[config.mk]
export PLATFORM = sky130hd
export DESIGN_NAME = dcw_ctrl
export DESIGN_NICKNAME = d
export VERILOG_FILES = /design/src/design/dcw_pkg.sv /design/src/design/dcw_channel.sv /design/src/design/dcw_ctrl.sv
export VERILOG_INCLUDE_DIRS = /design/src /design/src/design
export SDC_FILE = /design/constraint.sdc
export NUM_CORES = 1
export LEC_CHECK = 0
export ABC_AREA = 1
export BUFFER_PORTS_ARGS = -buffer_cell sky130_fd_sc_hd__buf_2
export CAP_MARGIN = 20
export CORE_AREA = 8 8 174 176
export CTS_CLUSTER_DIAMETER = 120
export CTS_CLUSTER_SIZE = 28
export DETAILED_ROUTE_END_ITERATION = 6
export DIE_AREA = 0 0 182 184
export GPL_TIMING_DRIVEN = 1
export PLACE_DENSITY = 0.78
export SYNTH_ARGS = -nofsm -noshare
export SYNTH_HDL_FRONTEND = slang
export SYNTH_SLANG_ARGS = --single-unit
[constraint.sdc]
create_clock -name core_clk -period 1.99 [get_ports core_clk]
set_input_delay 0.398 -clock core_clk [delete_from_list [all_inputs] [get_ports core_clk]]
set_output_delay 0.398 -clock core_clk [all_outputs]
set_load 0.02 [all_outputs]
[src/design/dcw_regs.svh]
`ifndef DCW_REGS_SVH
`define DCW_REGS_SVH
// register map (byte addresses)
`define DCW_CTRL_OFF        12'h000
`define DCW_STATUS_OFF      12'h004
`define DCW_WAKE_CLR_OFF    12'h008
// control register fields
`define DCW_CTRL_CH1_MODE   0
`define DCW_CTRL_CH2_MODE   1
`define DCW_CTRL_RESET      32'h0000_0000
// status register fields, ch2 at +8
`define DCW_ST_MODE_LSB     0
`define DCW_ST_WAKE         2
`define DCW_ST_TXTO         3
`define DCW_ST_BUSCL        4
`define DCW_ST_CH_STRIDE    8
// timing in ns, figures chosen for this block
`define DCW_CLK_NS          20
`define DCW_FLTR_NS         1000
`define DCW_DOM_NS          500
`define DCW_REC_NS          500
`define DCW_TO_NS           1000000
`define DCW_TXDOM_NS        2000000
// least times round up, longest times round down
`define DCW_FLTR_CYC        ((`DCW_FLTR_NS + `DCW_CLK_NS - 1) / `DCW_CLK_NS)
`define DCW_DOM_CYC         ((`DCW_DOM_NS + `DCW_CLK_NS - 1) / `DCW_CLK_NS)
`define DCW_REC_CYC         ((`DCW_REC_NS + `DCW_CLK_NS - 1) / `DCW_CLK_NS)
`define DCW_TO_CYC          (`DCW_TO_NS / `DCW_CLK_NS)
`define DCW_TXDOM_CYC       (`DCW_TXDOM_NS / `DCW_CLK_NS)
`endif

[src/design/dcw_pkg.sv]
package dcw_pkg;
    typedef enum logic [1:0] {DCW_OFF, DCW_STANDBY, DCW_NORMAL} dcw_mode_e;
    typedef enum logic [1:0] {DCW_W_IDLE, DCW_W_DOM1, DCW_W_REC, DCW_W_DOM2} dcw_wake_e;
endpackage : dcw_pkg

[src/design/dcw_channel.sv]
// Decided for this implementation: the APB slave port and the register addresses.
`timescale 1ns/100ps
`include "dcw_regs.svh"
module dcw_channel #(
    parameter int FLTR_CYC  = `DCW_FLTR_CYC,
    parameter int DOM_CYC   = `DCW_DOM_CYC,
    parameter int REC_CYC   = `DCW_REC_CYC,
    parameter int TO_CYC    = `DCW_TO_CYC,
    parameter int TXDOM_CYC = `DCW_TXDOM_CYC
) (
    // clock and reset
    input  wire logic              core_clk,
    input  wire logic              resetn,
    // mode
    input  wire dcw_pkg::dcw_mode_e mode,
    input  wire logic              wake_clr,
    // host side
    input  wire logic              transmit_in,
    output logic                   receive_out,
    // line side, bus_dom_in is the synchronised differential comparator
    input  wire logic              bus_dom_in,
    output logic                   drive_dom,
    output logic                   bias_half,
    output logic                   bias_gnd,
    // status
    output logic                   wake_flag,
    output logic                   txdom_flag,
    output logic                   busclamp_flag
);
    localparam int CW = 32;
    logic [CW-1:0]     filt_cnt_reg;
    logic              filt_reg;
    logic              wake_reg;
    dcw_pkg::dcw_wake_e wst_reg;
    logic [CW-1:0]     ph_cnt_reg;
    logic [CW-1:0]     to_cnt_reg;
    logic [CW-1:0]     tx_cnt_reg;
    logic              txto_reg;
    logic              clamp_reg;
    logic              normal_q_reg;
    logic              stby;
    logic              norm;

    assign stby = (mode == dcw_pkg::DCW_STANDBY);
    assign norm = (mode == dcw_pkg::DCW_NORMAL);

    // low-power receiver filter; new level accepted only after FLTR_CYC stable
    always_ff @(posedge core_clk or negedge resetn)
    begin
        if (!resetn)
        begin
            filt_cnt_reg <= '0;
            filt_reg     <= 1'b0;
        end
        else if (mode == dcw_pkg::DCW_OFF)
        begin
            // receiver unpowered: a level seen before off must not seed a new pattern
            filt_cnt_reg <= '0;
            filt_reg     <= 1'b0;
        end
        else if (bus_dom_in == filt_reg)
        begin
            filt_cnt_reg <= '0;
        end
        else if (filt_cnt_reg >= CW'(FLTR_CYC - 1))
        begin
            filt_reg     <= bus_dom_in;
            filt_cnt_reg <= '0;
        end
        else
        begin
            filt_cnt_reg <= filt_cnt_reg + 1'b1;
        end
    end

    // wake pattern recogniser on the filtered bus
    always_ff @(posedge core_clk or negedge resetn)
    begin
        if (!resetn)
        begin
            wst_reg    <= dcw_pkg::DCW_W_IDLE;
            ph_cnt_reg <= '0;
            to_cnt_reg <= '0;
        end
        else if (!stby || (wst_reg != dcw_pkg::DCW_W_IDLE && to_cnt_reg >= CW'(TO_CYC - 1)))
        begin
            wst_reg    <= dcw_pkg::DCW_W_IDLE;
            ph_cnt_reg <= '0;
            to_cnt_reg <= '0;
        end
        else
        begin
            unique case (wst_reg)
                dcw_pkg::DCW_W_IDLE:
                begin
                    to_cnt_reg <= '0;
                    ph_cnt_reg <= '0;
                    if (filt_reg)
                        wst_reg <= dcw_pkg::DCW_W_DOM1;
                end
                dcw_pkg::DCW_W_DOM1:
                begin
                    to_cnt_reg <= to_cnt_reg + 1'b1;
                    if (filt_reg)
                        ph_cnt_reg <= ph_cnt_reg + 1'b1;
                    else if (ph_cnt_reg >= CW'(DOM_CYC - 1))
                    begin
                        wst_reg    <= dcw_pkg::DCW_W_REC;
                        ph_cnt_reg <= '0;
                    end
                    else
                        wst_reg <= dcw_pkg::DCW_W_IDLE;
                end
                dcw_pkg::DCW_W_REC:
                begin
                    to_cnt_reg <= to_cnt_reg + 1'b1;
                    if (!filt_reg)
                        ph_cnt_reg <= ph_cnt_reg + 1'b1;
                    else if (ph_cnt_reg >= CW'(REC_CYC - 1))
                    begin
                        wst_reg    <= dcw_pkg::DCW_W_DOM2;
                        ph_cnt_reg <= '0;
                    end
                    else
                    begin
                        wst_reg    <= dcw_pkg::DCW_W_DOM1; // short gap: restart from this dominant
                        ph_cnt_reg <= '0;
                        to_cnt_reg <= '0;
                    end
                end
                dcw_pkg::DCW_W_DOM2:
                begin
                    to_cnt_reg <= to_cnt_reg + 1'b1;
                    if (!filt_reg)
                    begin
                        wst_reg    <= dcw_pkg::DCW_W_REC;
                        ph_cnt_reg <= '0;
                    end
                    else if (ph_cnt_reg >= CW'(DOM_CYC - 1))
                        wst_reg <= dcw_pkg::DCW_W_IDLE;
                    else
                        ph_cnt_reg <= ph_cnt_reg + 1'b1;
                end
            endcase
        end
    end

    logic wake_hit;
    assign wake_hit = stby && wst_reg == dcw_pkg::DCW_W_DOM2 && filt_reg
                      && ph_cnt_reg >= CW'(DOM_CYC - 1)
                      && to_cnt_reg < CW'(TO_CYC - 1);

    // wake flag: set wins over a software clear; leaving standby drops it
    always_ff @(posedge core_clk or negedge resetn)
    begin
        if (!resetn)
            wake_reg <= 1'b0;
        else if (wake_hit)
            wake_reg <= 1'b1;
        else if (!stby || wake_clr)
            wake_reg <= 1'b0;
    end

    // transmit dominant timeout and bus clamp guard in normal
    always_ff @(posedge core_clk or negedge resetn)
    begin
        if (!resetn)
        begin
            tx_cnt_reg   <= '0;
            txto_reg     <= 1'b0;
            clamp_reg    <= 1'b0;
            normal_q_reg <= 1'b0;
        end
        else
        begin
            normal_q_reg <= norm;
            if (!norm || transmit_in)
            begin
                tx_cnt_reg <= '0;
                txto_reg   <= 1'b0;
            end
            else if (tx_cnt_reg >= CW'(TXDOM_CYC - 1))
                txto_reg <= 1'b1;
            else
                tx_cnt_reg <= tx_cnt_reg + 1'b1;
            // on normal entry with bus dominant, hold driver until bus recessive
            if (!norm || !bus_dom_in)
                clamp_reg <= 1'b0;
            else if (!normal_q_reg)
                clamp_reg <= 1'b1;
        end
    end

    // covers the entry cycle too, before the clamp flop has caught up
    logic clamp_now;
    assign clamp_now = clamp_reg || (!normal_q_reg && bus_dom_in);

    always_comb
    begin
        drive_dom   = norm && !transmit_in && !txto_reg && !clamp_now;
        bias_half   = norm;
        bias_gnd    = stby;
        if (norm)
            receive_out = !bus_dom_in;
        else if (stby)
            receive_out = wake_reg ? !filt_reg : 1'b1;
        else
            receive_out = 1'b1;
    end

    assign wake_flag     = wake_reg;
    assign txdom_flag    = txto_reg;
    assign busclamp_flag = clamp_reg;
endmodule : dcw_channel

[src/design/dcw_ctrl.sv]
`timescale 1ns/100ps
`include "dcw_regs.svh"
module dcw_ctrl #(
    parameter int TO_CYC    = `DCW_TO_CYC,
    parameter int TXDOM_CYC = `DCW_TXDOM_CYC
) (
    // clock and reset
    input  wire logic        core_clk,
    input  wire logic        resetn,
    // apb slave
    input  wire logic        psel,
    input  wire logic        penable,
    input  wire logic        pwrite,
    input  wire logic [11:0] paddr,
    input  wire logic [31:0] pwdata,
    output logic [31:0]      prdata,
    output logic             pready,
    output logic             pslverr,
    // supply monitors and select pins
    input  wire logic        core_uv,
    input  wire logic        io_uv,
    input  wire logic        ch1_standby_select_n,
    input  wire logic        ch2_standby_select_n,
    // host side
    input  wire logic        ch1_transmit_in,
    input  wire logic        ch2_transmit_in,
    output logic             ch1_receive_out,
    output logic             ch2_receive_out,
    // line side, dominant comparator in, driver and bias controls out
    input  wire logic [1:0]  bus_dom,
    output logic [1:0]       bus_drive_dom,
    output logic [1:0]       bus_bias_half,
    output logic [1:0]       bus_bias_gnd
);
    localparam int NS = 3;
    logic [NS-1:0] sy_reg [0:5];
    logic [5:0]    in_reg;
    logic [31:0]   ctrl_reg;
    dcw_pkg::dcw_mode_e mode [0:1];
    logic [1:0]    sel;
    logic [1:0]    wk;
    logic [1:0]    txf;
    logic [1:0]    clf;
    logic [1:0]    rxo;
    logic [1:0]    wclr;
    logic [5:0]    raw;
    logic          wr;

    // pins pass three flops; accept a change once stages two and three agree
    assign raw = {bus_dom, io_uv, core_uv, ch2_standby_select_n, ch1_standby_select_n};
    genvar g;
    generate
        for (g = 0; g < 6; g++)
        begin : g_sync
            always_ff @(posedge core_clk or negedge resetn)
            begin
                if (!resetn)
                begin
                    sy_reg[g] <= '0;
                    in_reg[g] <= 1'b0;
                end
                else
                begin
                    sy_reg[g] <= {sy_reg[g][1:0], raw[g]};
                    if (sy_reg[g][1] == sy_reg[g][2])
                        in_reg[g] <= sy_reg[g][2];
                end
            end
        end
    endgenerate

    // software may force a channel to standby by clearing its enable bit
    assign sel = {in_reg[1] && ctrl_reg[`DCW_CTRL_CH2_MODE],
                  in_reg[0] && ctrl_reg[`DCW_CTRL_CH1_MODE]};

    always_comb
    begin
        for (int i = 0; i < 2; i++)
        begin
            if (in_reg[3])
                mode[i] = dcw_pkg::DCW_OFF;
            else if (in_reg[2] || !sel[i])
                mode[i] = dcw_pkg::DCW_STANDBY;
            else
                mode[i] = dcw_pkg::DCW_NORMAL;
        end
    end

    assign wr   = psel && penable && pwrite;
    assign wclr = (wr && paddr == `DCW_WAKE_CLR_OFF) ? pwdata[1:0] : 2'b00;

    generate
        for (g = 0; g < 2; g++)
        begin : g_ch
            dcw_channel #(
                .TO_CYC    (TO_CYC),
                .TXDOM_CYC (TXDOM_CYC)
            ) u_ch (
                .core_clk      (core_clk),
                .resetn        (resetn),
                .mode          (mode[g]),
                .wake_clr      (wclr[g]),
                .transmit_in   (g == 0 ? ch1_transmit_in : ch2_transmit_in),
                .receive_out   (rxo[g]),
                .bus_dom_in    (in_reg[4+g]),
                .drive_dom     (bus_drive_dom[g]),
                .bias_half     (bus_bias_half[g]),
                .bias_gnd      (bus_bias_gnd[g]),
                .wake_flag     (wk[g]),
                .txdom_flag    (txf[g]),
                .busclamp_flag (clf[g])
            );
        end
    endgenerate

    assign ch1_receive_out = rxo[0];
    assign ch2_receive_out = rxo[1];

    // apb: zero wait states, unmapped address answers with slverr
    assign pready  = 1'b1;
    assign pslverr = psel && penable && paddr != `DCW_CTRL_OFF
                     && paddr != `DCW_STATUS_OFF && paddr != `DCW_WAKE_CLR_OFF;

    always_ff @(posedge core_clk or negedge resetn)
    begin
        if (!resetn)
            ctrl_reg <= `DCW_CTRL_RESET;
        else if (wr && paddr == `DCW_CTRL_OFF)
            ctrl_reg <= {30'h0000_0000, pwdata[1:0]};
    end

    always_ff @(posedge core_clk or negedge resetn)
    begin
        if (!resetn)
            prdata <= 32'h0000_0000;
        else if (psel && !penable && !pwrite)
        begin
            unique case (paddr)
                `DCW_CTRL_OFF:   prdata <= ctrl_reg;
                `DCW_STATUS_OFF: prdata <= {19'h0_0000, clf[1], txf[1], wk[1], mode[1],
                                            3'h0, clf[0], txf[0], wk[0], mode[0]};
                default:         prdata <= 32'h0000_0000;
            endcase
        end
    end
endmodule : dcw_ctrl

# --- Yosys cells after proc, flatten, opt, wreduce, memory -nomap -nowiden ---
# Cells that the tools add are included.
totals:
  ff_bits: 328
  latchBits: 0
  ram_bits: 0
  mem_bits_ro: 0
  input_bits: 57
  output_inout_bits: 42
  elab_cells: 255
  n_memories: 0
classes:
  n_addsub: 8
  n_mul: 0
  div: 0
  order_cmp: 10
  eq_ne: 40
  shifts: 0
  mux: 80
  bitwise_logic: 0
  n_reduce_logical: 83
op_table:
  columns: ["operator", "count"]
  rows:
  - ["$mux W32", 28]
  - ["$add A32 B1 Y32 const B", 8]
  - ["$pmux W32 S4", 2]
  - ["$pmux W32 S3", 2]
  - ["$ge A32 B16 Y1 const B", 2]
  - ["$ge A32 B17 Y1 const B", 2]
  - ["$ge A32 B5 Y1 const B", 2]
  - ["$ge A32 B6 Y1 const B", 2]
  - ["$lt A32 B16 Y1 const B", 2]
  - ["$mux W2", 21]
  - ["$logic_and A1 B1 Y1", 29]
  - ["$pmux W13 S2", 1]
  - ["$mux W1", 24]
  - ["$logic_not A1 Y1", 20]
  - ["$ne A4 B4 Y1 const B", 4]
  - ["$pmux W2 S4", 2]
  - ["$reduce_bool A2 Y1", 8]
  - ["$eq A12 B3 Y1 const B", 1]
  - ["$eq A12 B4 Y1 const B", 1]
  - ["$eq A2 B2 Y1 const B", 6]
  - ["$logic_not A12 Y1", 1]
  - ["$logic_or A1 B1 Y1", 12]
  - ["$ne A12 B3 Y1 const B", 1]
  - ["$ne A12 B4 Y1 const B", 1]
  - ["other kinds (12)", 39]

# --- Longest topological paths before layout ---
# Gate-level depths: netlist of run 1.
logic_depth:
  word_depth: 11
  ltp_mapped: 16
  depth_no_buf: 15

# --- Modules after synthesis ---
# Synthesis of run 1 repeated with hierarchy kept, for this count alone.
hier_totals:
  cells_unflattened: 1628
  area_unflattened_um2: 14192.4
by_module_without_submodules:
  columns: ["mod", "n_inst", "cells_per_inst", "area_per_inst_um2", "seq_area_each_um2"]
  rows:
  - ["dcw_channel (g_ch[0].u_ch)", 1, 745, 6331.1, 3378.2]
  - ["dcw_channel (g_ch[1].u_ch)", 1, 734, 6296.0, 3378.2]
  - ["dcw_ctrl", 1, 149, 1565.3, 900.9]

# --- Worst setup path after synthesis of run 1 ---
# Ideal clock, no wire load.
synth_timing:
  kind: "register to output"
  startpoint: "register in_reg[3]"
  endpoint: "output port bus_drive_dom[1]"
  t_arrival_ps: 1617
  setup_slack_ps: -25
  stages_incl_launch_ff: 9
  cell_sequence: "dfrtp_1 buf_2 nor2_1 inv_1 nor2_1 inv_2 buf_6 nor3_1 buf_4"
synth_between:
  elab_chain_cells: 5
synth_lines:
  columns: ["item", "line_no", "rtl"]
  rows:
  - ["start, declared", "dcw_ctrl.sv:37", "logic [5:0] in_reg;"]
  - ["start signal, assigned by index", "dcw_ctrl.sv:66", "in_reg[g] <= sy_reg[g][2];"]
  - ["$mux W2", "dcw_ctrl.sv:80", "if (in_reg[3])"]
  - ["$eq A2 B2 Y1", "dcw_channel.sv:45", "assign norm = (mode == dcw_pkg::DCW_NORMAL);"]
  - ["named net g_ch[1].u_ch.bias_half", "dcw_channel.sv:23", "output logic bias_half,"]
  - ["$logic_and A1 B1 Y1 (3 in a row)", "dcw_channel.sv:200", "drive_dom = norm && !transmit_in && !txto_reg && !clamp_now;"]
  - ["end, declared", "dcw_ctrl.sv:31", "output logic [1:0] bus_drive_dom,"]
# The timed path passes the listed nets, and every way through them passes these cells.

# --- Worst setup path in the final report of run 1 ---
layout_timing:
  startpoint: "register in_reg[2]"
  endpoint: "output port bus_drive_dom[0]"
layout_between:
  elab_chain_cells: 7
layout_lines:
  columns: ["item", "line_no", "rtl"]
  rows:
  - ["$logic_or A1 B1 Y1", "dcw_ctrl.sv:82", "else if (in_reg[2] || !sel[i])"]
  - ["$mux W2", "dcw_ctrl.sv:82", null]
  - ["$mux W2", "dcw_ctrl.sv:80", null]
  - ["$eq A2 B2 Y1", "dcw_channel.sv:45", null]
  - ["$logic_and A1 B1 Y1 (3 in a row)", "dcw_channel.sv:200", null]
# Every way passes these cells.

==> flow_summary.json, run 1 <==
{
  "vdd_drop_max_mv": 0.554,
  "setup_slack_ns": -0.308,
  "setup_viol": 10,
  "layout_common_cells": "304 x dfrtp_1, 257 x nand2_1, 227 x nor2_1",
  "area_delta_synth_final_pct": 22.3,
  "cts_tree": "yes",
  "fin_nets": 1929,
  "antenna_found_initial": 0,
  "cts_made_buffers": 14,
  "synthMuxAreaShare_pct": 0,
  "layout_commonest_cell": "dfrtp_1",
  "port_buffers": 45,
  "sw_frac_of_total_pct": 25.4,
  "track_usage_pct": 17.2,
  "leakagePower_uw": 0.00795,
  "ff2ff_path_depth": 14,
  "startpoint_type": "register",
  "finalPower_uw": 11300,
  "power_density_nw_per_um2": 668,
  "synthAdderAreaFrac_pct": 1.70,
  "crit_start": "in_reg[2]",
  "cap_violations": 0,
  "drc": 0,
  "antenna_left": 0,
  "yosys.area.top_type": "dfrtp_1",
  "outcome": "finished, violations left",
  "post-place-ws_ns": -0.0297,
  "synth-simple-area-share_pct": 24.8,
  "final_max_slew_viol_count": 0,
  "rr_endpoint": "g_ch[1].u_ch.ph_cnt_reg[24]",
  "yosysSeqAreaShare_pct": 55.4,
  "ctsHtreeMaxLevel": 1,
  "dp.cells": 2121,
  "ctsLongestPathBuffers": 3,
  "drtIter0Drc": 694,
  "vias_per_cell": 5.06,
  "p_seq_share_pct": 57.5,
  "initial_core_util_pct": 50.3,
  "gp_congestion": 0.904,
  "avgSynthCellArea_sq_um": 8.75,
  "relSlewSlack_pct": 62.4,
  "dp_hpwl_um": 20400,
  "num_vias": 11200,
  "syn_area_sq_um": 13800,
  "tightest_slew_ns": 0.565,
  "r2r_start": "g_ch[1].u_ch.ph_cnt_reg[11]",
  "final_cells": 2204,
  "clk_pin_slew_worst_paths_ns": 0.11,
  "coreArea_sq_um": 27500,
  "synth_xor_area_share_pct": 2.66,
  "synth_seq_cells": 306,
  "drt-total-wl_um": 30900,
  "endpoint_kind": "output pin",
  "min_path_type": "in -> reg",
  "drtPass1Iterations": 7,
  "crit_family": "buffers and inverters",
  "std_cell_rows": 61,
  "synthTopCellsByArea": "dfrtp_1 55%, nand2_1 7.7%, nor2_1 6.7%",
  "hold_viol_final": 0,
  "post-route-period-util_pct": 115,
  "synth_compound_area_share_pct": 6.47,
  "max_freq_mhz": 435,
  "path_depth": 9,
  "rrSetupSlack_ns": -0.09,
  "hold_path_depth": 3,
  "cp.required_ns": 1.59,
  "yosys_warnings": 0,
  "clock_sinks": 306,
  "fin_crit_ns": 2.30,
  "crit_top_cell": "inv_2",
  "dieHeight_um": 184,
  "ys_types": 49,
  "finalInstanceArea_sq_um": 16900,
  "drive_gt1_share_pct": 19.9,
  "pwr-share-clk_pct": 28.7,
  "p_int_uw": 8430,
  "grt_pass1_vias": 10600,
  "cp_max_fo": 2,
  "wire_per_inst_um": 14.0,
  "violations": "negative setup slack",
  "path_buf_inv": 5,
  "synth_cells": 1580,
  "grt_remaining_overflow": 0,
  "clock_latency_ns": 0.50,
  "worst_ep_arrival_time_ns": 1.90,
  "skew_ns": 0.0217,
  "combinationalPowerShare_pct": 13.8,
  "cp-endpoint": "bus_drive_dom[0]",
  "critPathMaxStageDelay_ns": 0.40,
  "cts-root-buf": "clkbuf_16",
  "die_w_um": 182,
  "post_dp_cell_area_sq_um": 15400,
  "grt_first_pass_wirelength_um": 48700,
  "crit_slowest_cell": "dfrtp_1",
  "io-pin-count": 99,
  "synth_top_area_share_pct": 55.4,
  "grt_max_degree": 61,
  "critPathKind": "reg -> out",
  "die_area_sq_um": 33500,
  "p_sw_uw": 2870,
  "synth_top_family_by_area": "simple AND/OR/NAND/NOR gates",
  "insertedDiodeCount": 0,
  "rsz0062_at_grt": "true",
  "crit_chain": "inv_2, nand3_4, nor2_4, inv_2, nor2_4, inv_2, a2111oi_4, buf_4, buf_6",
  "hp-start": "pwdata[0]"
}
-- what timing repair did --
action | 4_1_cts | 5_1_grt
pin swaps | 6 | 60
setup buffers | 6 | 50
endpoints found under the setup margin | 22 | 117
hold buffers | 7 | 0
endpoints found under the hold margin | 55 | 0
gates resized for setup | 34 | 148
cloned | 2 | 3
-- through the flow --
step	util [%]	hold slack, ns	setup TNS (ns)
2_1_floorplan	-	0.102	0
3_3_place_gp	55.9	0.335	0
3_5_place_dp	55.9	0.346	-0.163
4_1_cts	58.4	0.261	-1.10
5_1_grt	61.5	0.299	-6.68
6_report	61.5	0.301	-1.22
-- cells in the mapped netlist, drive strengths merged --
| library cell | number |
|---|---|
| a2111oi | 1 |
| a211oi | 2 |
| a21o | 1 |
| a21oi | 53 |
| a31oi | 5 |
| a41oi | 1 |
| and2 | 1 |
| and3 | 4 |
| buf | 50 |
| clkbuf | 1 |
| conb | 2 |
| dfrtp | 306 |
| ha | 14 |
| inv | 230 |
| maj3 | 6 |
| nand2 | 289 |
| nand3 | 100 |
| nand3b | 2 |
| nand4 | 40 |
| nor2 | 254 |
| nor3 | 44 |
| nor3b | 10 |
| nor4 | 24 |
| o211ai | 1 |
| o21a | 3 |
| o21ai | 71 |
| o21bai | 1 |
| o22ai | 6 |
| o31ai | 13 |
| or2 | 3 |
| xnor2 | 10 |
| xor2 | 32 |
-- per-layer routing --
layer	wire length, um	up-vias	global-route usage, %
met5	0	-	0
li1	-	5450	-
met3	1220	67	2.04
met2	15800	257	31.0
met4	933	0	5.05
met1	12900	5386	21.4
-- worst min-delay path by stage --
stage / to
6_report: ctrl_reg[0]
5_1_grt: ctrl_reg[0]
4_1_cts: ctrl_reg[1]
3_5_place_dp: sy_reg[13]
3_3_place_gp: sy_reg[13]
2_1_floorplan: ctrl_reg[0]
-- worst register-to-register path: stages (launching register included) --
cell,delay (ns)
dfrtp_1,0.42
inv_1,0.10
nand2_1,0.06
nor2_1,0.09
nand2_1,0.11
nor2_4,0.17
nand2_2,0.08
nand2_2,0.08
nand2_2,0.08
nand3_4,0.13
buf_6,0.13
clkbuf_16,0.14
nand4_1,0.11
o21ai_1,0.21
nor2_1,0.06
-- power by group through the flow --
stage,Sequential [uW],Clock [uW],Combinational [uW]
final,6490,3240,1560
after detailed placement,6610,0,1170
after CTS,6490,3340,1310
after floorplan,6580,0,732
after global routing,6510,3540,1710
after global placement,6590,0,1130
-- cell families after synthesis --
group,after synthesis
DFF,306
adders and majority gates,20
AOI/OAI and AO/OA,158
buffers and inverters,281
other,2
and+or+nand+nor,771
xor gates and xnor gates,42
-- layout make-up --
cell class                      instances  area, sq um
Fill cell                            2185        10600
Multi-Input combinational cell       1098         5770
Sequential cell                       306         7660
Inverter                              230          873
Timing Repair Buffer                  208         1790
Tap cell                              346          433
Clock buffer                           16          389
Note: power is estimated with default switching activity, not from simulation.
==> run 2: changes to the inputs <==
--- a/config.mk
+++ b/config.mk
@@ -16,6 +16,7 @@
 export DIE_AREA = 0 0 182 184
 export GPL_TIMING_DRIVEN = 1
 export PLACE_DENSITY = 0.78
+export SETUP_SLACK_MARGIN = 0.05
 export SYNTH_ARGS = -nofsm -noshare
 export SYNTH_HDL_FRONTEND = slang
 export SYNTH_SLANG_ARGS = --single-unit
==> run 2 against run 1 <==
  * The flow still finishes with violations (negative setup slack)
  * Clock skew is 0.0044 ns lower
  * Sequential cell count stayed put
  * Die area stayed put
  * Sequential share of layout area is 1.5 points lower
  * Clock power hardly changed
  * Core utilization is 2.1 points higher
  * Combinational power is 11% higher
  * Total power is 1.6% higher
  * Critical endpoint is now ch2_receive_out
  * Largest power group unchanged
  * Highest routed layer unchanged
==> flow_summary.json, run 2 (synthesized netlist as in run 1, its figures left out) <==
{
  "area_delta_synth_final_pct": 26.6,
  "grt_max_degree": 62,
  "antenna_left": 0,
  "crit_chain": "inv_2, nand3_1, inv_1, nor2_2, inv_1, o31ai_1, buf_4, inv_1, buf_2",
  "grt_first_pass_wirelength_um": 49300,
  "io-pin-count": 99,
  "wire_per_inst_um": 14.8,
  "drtPass1Iterations": 5,
  "dp_hpwl_um": 20000,
  "layout_common_cells": "302 x dfrtp_1, 233 x nand2_1, 219 x nor2_1",
  "std_cell_rows": 61,
  "drt-total-wl_um": 32700,
  "fin_nets": 1943,
  "setup_viol": 29,
  "die_w_um": 182,
  "hold-worst-slack_ns": 0.273,
  "relSlewSlack_pct": 59.2,
  "worst_ep_arrival_time_ns": 1.96,
  "track_usage_pct": 17.3,
  "dieHeight_um": 184,
  "vias_per_cell": 5.18,
  "grt_pass1_vias": 10900,
  "crit_top_cell": "inv_1",
  "cts_tree": "yes",
  "rrSetupSlack_ns": -0.08,
  "insertedDiodeCount": 0,
  "cp_max_fo": 2,
  "critPathKind": "reg -> out",
  "cp.required_ns": 1.59,
  "tightest_slew_ns": 0.610,
  "num_vias": 11500,
  "violations": "negative setup slack",
  "antenna_found_initial": 0,
  "fillers": 2048,
  "clock_latency_ns": 0.51,
  "utilization_pct": 63.7,
  "crit_family": "buffers and inverters",
  "post-route-period-util_pct": 118,
  "hold_viol_final": 0,
  "power_density_nw_per_um2": 656,
  "outcome": "finished, violations left",
  "die_area_sq_um": 33500,
  "setup_slack_ns": -0.366,
  "layout_commonest_cell": "dfrtp_1",
  "clock_sinks": 306,
  "initial_core_util_pct": 50.3,
  "startpoint_type": "register",
  "ctsLongestPathBuffers": 3,
  "critPathMaxStageDelay_ns": 0.39,
  "skew_ns": 0.0173,
  "cap_violations": 0,
  "final_max_slew_viol_count": 0,
  "endpoint_kind": "output pin",
  "rsz0062_at_grt": "true",
  "coreArea_sq_um": 27500,
  "port_buffers": 45,
  "min_path_type": "in -> reg",
  "ctsHtreeMaxLevel": 1,
  "fin_crit_ns": 2.36,
  "cts_made_buffers": 14,
  "drc": 0,
  "vdd_drop_max_mv": 0.828,
  "clk_pin_slew_worst_paths_ns": 0.11,
  "path_buf_inv": 6,
  "max_freq_mhz": 424,
  "drive_gt1_share_pct": 24.7,
  "cts-root-buf": "clkbuf_16",
  "gp_congestion": 0.887,
  "crit_slowest_cell": "dfrtp_1",
  "grt_remaining_overflow": 0,
  "setup_tns_ns": -1.89,
  "drtIter0Drc": 734,
  "leakagePower_uw": 0.00814
}
==> run 2: cell count changes in the layout (fill, tap and decap cells not counted), sizes merged <==
cell,previous run,this run
inv,230,232
nand3,100,101
o21ai,71,72
buf,198,207
clkbuf,19,20
==> run 2: worst paths after layout <==
check,startpoint,endpoint,depth (start not counted)
worst max-delay path,in_reg[2],ch2_receive_out,9
worst min-delay path,pwdata[0],ctrl_reg[0],3
worst max register to register,g_ch[1].u_ch.ph_cnt_reg[18],g_ch[1].u_ch.ph_cnt_reg[13],13
worst min register to register,sy_reg[3],sy_reg[4],0
max in group asynchronous,resetn,g_ch[0].u_ch.filt_cnt_reg[4],3
min in group asynchronous,resetn,g_ch[1].u_ch.ph_cnt_reg[22],2
==> run 2: repair_timing <==
action / in CTS / in global routing
gates resized for setup: 70 / 245
gates cloned: 2 / 10
pin swaps: 8 / 72
buffers inserted: 19 / 54
hold endpoints to repair: 45 / 0
hold buffers: 7 / 0
endpoints found under the setup margin: 58 / 131
==> run 2: through the flow <==
stage	instance area [sq um]	cells	worst slack, ns	total power (uW)
after global routing	17500	2218	-0.462	12000
after detailed placement	15300	2115	-0.0172	7730
after CTS	16200	2159	-0.267	11100
after floorplan	14200	1685	0.0815	7320
final	17500	2218	-0.366	11500
after global placement	15300	2115	-0.00214	7700
==> run 2: report_power, final <==
part	internal (uW)	total (uW)	switching, uW
clock network	1400	3260	1860
registers	6380	6490	108
logic	693	1730	1040
==> run 2: worst min-delay path, stage by stage <==
cell	delay, ns
buf_2	0.09
inv_1	0.12
o21ai_0	0.12
==> run 2: layout make-up <==
| type | count | area (sq um) | share of cell area (%) |
|---|---|---|---|
| clock buffer | 16 | 389 | 2.22 |
| inverter | 230 | 883 | 5.05 |
| multi-input combinational | 1100 | 6190 | 35.4 |
| sequential | 306 | 7660 | 43.8 |
| tap | 346 | 433 | 2.47 |
| timing repair buffer | 218 | 1920 | 11.0 |
| timing repair inverter | 2 | 20.0 | 0.114 |
==> run 2: metal layers <==
layer,global-route usage (%),vias to the layer above,share of wire [%]
met2,31.1,325,52
met3,2.41,82,4.5
met4,5.28,0,3.1
met5,0,-,0
li1,-,5488,-
met1,21.3,5604,41
==> run 3: changes to the inputs <==
--- a/config.mk
+++ b/config.mk
@@ -20,3 +20,4 @@
 export SYNTH_ARGS = -nofsm -noshare
 export SYNTH_HDL_FRONTEND = slang
 export SYNTH_SLANG_ARGS = --single-unit
+export TNS_END_PERCENT = 1
==> run 3 against run 2 <==
  * The run still ends with negative setup slack left
  * Total power fell by 4.5%
  * Final area fell by 7.8%
  * Non-clock buffer count decreased by 64
  * Clock skew increased by 0.0057 ns
  * Sequential power barely moved
  * Die area is the same
  * Clock power barely moved
  * Global-route usage is 0.43 points lower
  * Worst setup slack better by 0.091 ns
==> flow_summary.json, run 3 (synthesized netlist as in run 1, its figures left out) <==
{
  "relSlewSlack_pct": 62.7,
  "rr_endpoint": "g_ch[1].u_ch.ph_cnt_reg[15]",
  "layout_common_cells": "303 x dfrtp_1, 272 x nand2_1, 233 x nor2_1",
  "drc": 0,
  "drtIter0Drc": 567,
  "insertedDiodeCount": 0,
  "cp_max_fo": 2,
  "rrSetupSlack_ns": 0.02,
  "fin_crit_ns": 2.26,
  "grt_max_degree": 61,
  "post-place-ws_ns": -0.0297,
  "track_usage_pct": 16.9,
  "clock_latency_ns": 0.50,
  "critPathKind": "reg -> out",
  "skew_ns": 0.0230,
  "grt_remaining_overflow": 0,
  "ctsHtreeMaxLevel": 1,
  "cp-endpoint": "bus_drive_dom[0]",
  "antenna_found_initial": 0,
  "hold_path_depth": 3,
  "power_density_nw_per_um2": 680,
  "std_cell_rows": 61,
  "initial_core_util_pct": 50.3,
  "max_freq_mhz": 442,
  "vdd_drop_max_mv": 0.553,
  "dp_hpwl_um": 20400,
  "coreArea_sq_um": 27500,
  "finalInstanceArea_sq_um": 16100,
  "endpoint_kind": "output pin",
  "grt_pass1_vias": 10500,
  "layout_commonest_cell": "dfrtp_1",
  "grt_first_pass_wirelength_um": 47700,
  "hold-worst-slack_ns": 0.272,
  "hold_viol_final": 0,
  "rsz0062_at_grt": "true",
  "area_delta_synth_final_pct": 16.7,
  "r2r_start": "g_ch[1].u_ch.ph_cnt_reg[10]",
  "setup_slack_ns": -0.275,
  "ff2ff_path_depth": 15,
  "wire_per_inst_um": 13.1,
  "violations": "negative setup slack",
  "final_cells": 2150,
  "dieHeight_um": 184,
  "setup_tns_ns": -1.04,
  "die_w_um": 182,
  "post_dp_cell_area_sq_um": 15400,
  "final_max_slew_viol_count": 0,
  "min_path_type": "in -> reg",
  "cts-root-buf": "clkbuf_16",
  "clk_pin_slew_worst_paths_ns": 0.11,
  "drt-total-wl_um": 28200,
  "num_vias": 10700,
  "startpoint_type": "register",
  "dp.cells": 2121,
  "cp.required_ns": 1.59,
  "die_area_sq_um": 33500,
  "outcome": "finished, violations left",
  "gp_congestion": 0.904,
  "vias_per_cell": 4.96,
  "setup_viol": 5,
  "cap_violations": 0,
  "port_buffers": 45,
  "worst_ep_arrival_time_ns": 1.87,
  "clock_sinks": 306,
  "drtPass1Iterations": 5,
  "tightest_slew_ns": 0.560,
  "post-route-period-util_pct": 114,
  "antenna_left": 0,
  "drive_gt1_share_pct": 14.7,
  "io-pin-count": 99,
  "leakagePower_uw": 0.00755,
  "cts_made_buffers": 14,
  "fin_nets": 1875,
  "cts_tree": "yes",
  "crit_start": "in_reg[2]",
  "ctsLongestPathBuffers": 3
}
-- run 3: critical path: stages (launching register included) --
cell and delay, ns:
dfrtp_1 0.40, inv_2 0.10, nand3_4 0.08, nor2_4 0.10, inv_2 0.06, nor2_4 0.10
inv_2 0.06, a2111oi_4 0.19, buf_4 0.18, buf_6 0.11
-- run 3: area by class of cell --
| type | instances | area [sq um] |
|---|---|---|
| clock buffer | 16 | 389 |
| tap | 346 | 433 |
| multi-input combinational | 1098 | 5560 |
| inverter | 230 | 866 |
| sequential | 306 | 7660 |
| timing repair buffer | 154 | 1220 |
| fill | 2356 | 11300 |
-- run 3: worst min path at each step --
stage | from | to | slack, ns
after floorplan | resetn | ctrl_reg[0] | 0.10
after global placement | sy_reg[12] | sy_reg[13] | 0.33
after detailed placement | sy_reg[12] | sy_reg[13] | 0.35
after CTS | pwdata[1] | ctrl_reg[1] | 0.26
after global routing | pwdata[0] | ctrl_reg[0] | 0.28
final | pwdata[0] | ctrl_reg[0] | 0.27
-- run 3: timing repair --
item                       in CTS  in global routing
setup endpoints to repair      49                124
gates resized for setup        34                 62
pin swaps                      11                 18
setup buffers                   2                  4
hold endpoints to repair       55                  0
hold buffers                    7                  0
-- run 3: per-stage QoR --
stage,util [%],power (uW)
CTS,58.0,11000
finish,58.7,11000
global placement,55.9,7720
floorplan,-,7320
detailed placement,55.9,7780
global route,58.7,11400
-- run 3: metal layers --
layer  vias to the layer above  track usage, %  wire length (um)
met5                         -               0                 0
met4                         0            4.79               753
met3                        56            1.84               843
met2                       157            30.5             14100
met1                      5113            21.1             12500
li1                       5330               -                 -
-- run 3: power breakdown --
group | leakage, uW | switching, uW | internal [uW] | total, uW
registers | 0.00401 | 109 | 6380 | 6490
clock network | 0.000192 | 1820 | 1400 | 3230
logic | 0.00335 | 793 | 453 | 1250
total | 0.00755 | 2730 | 8240 | 11000
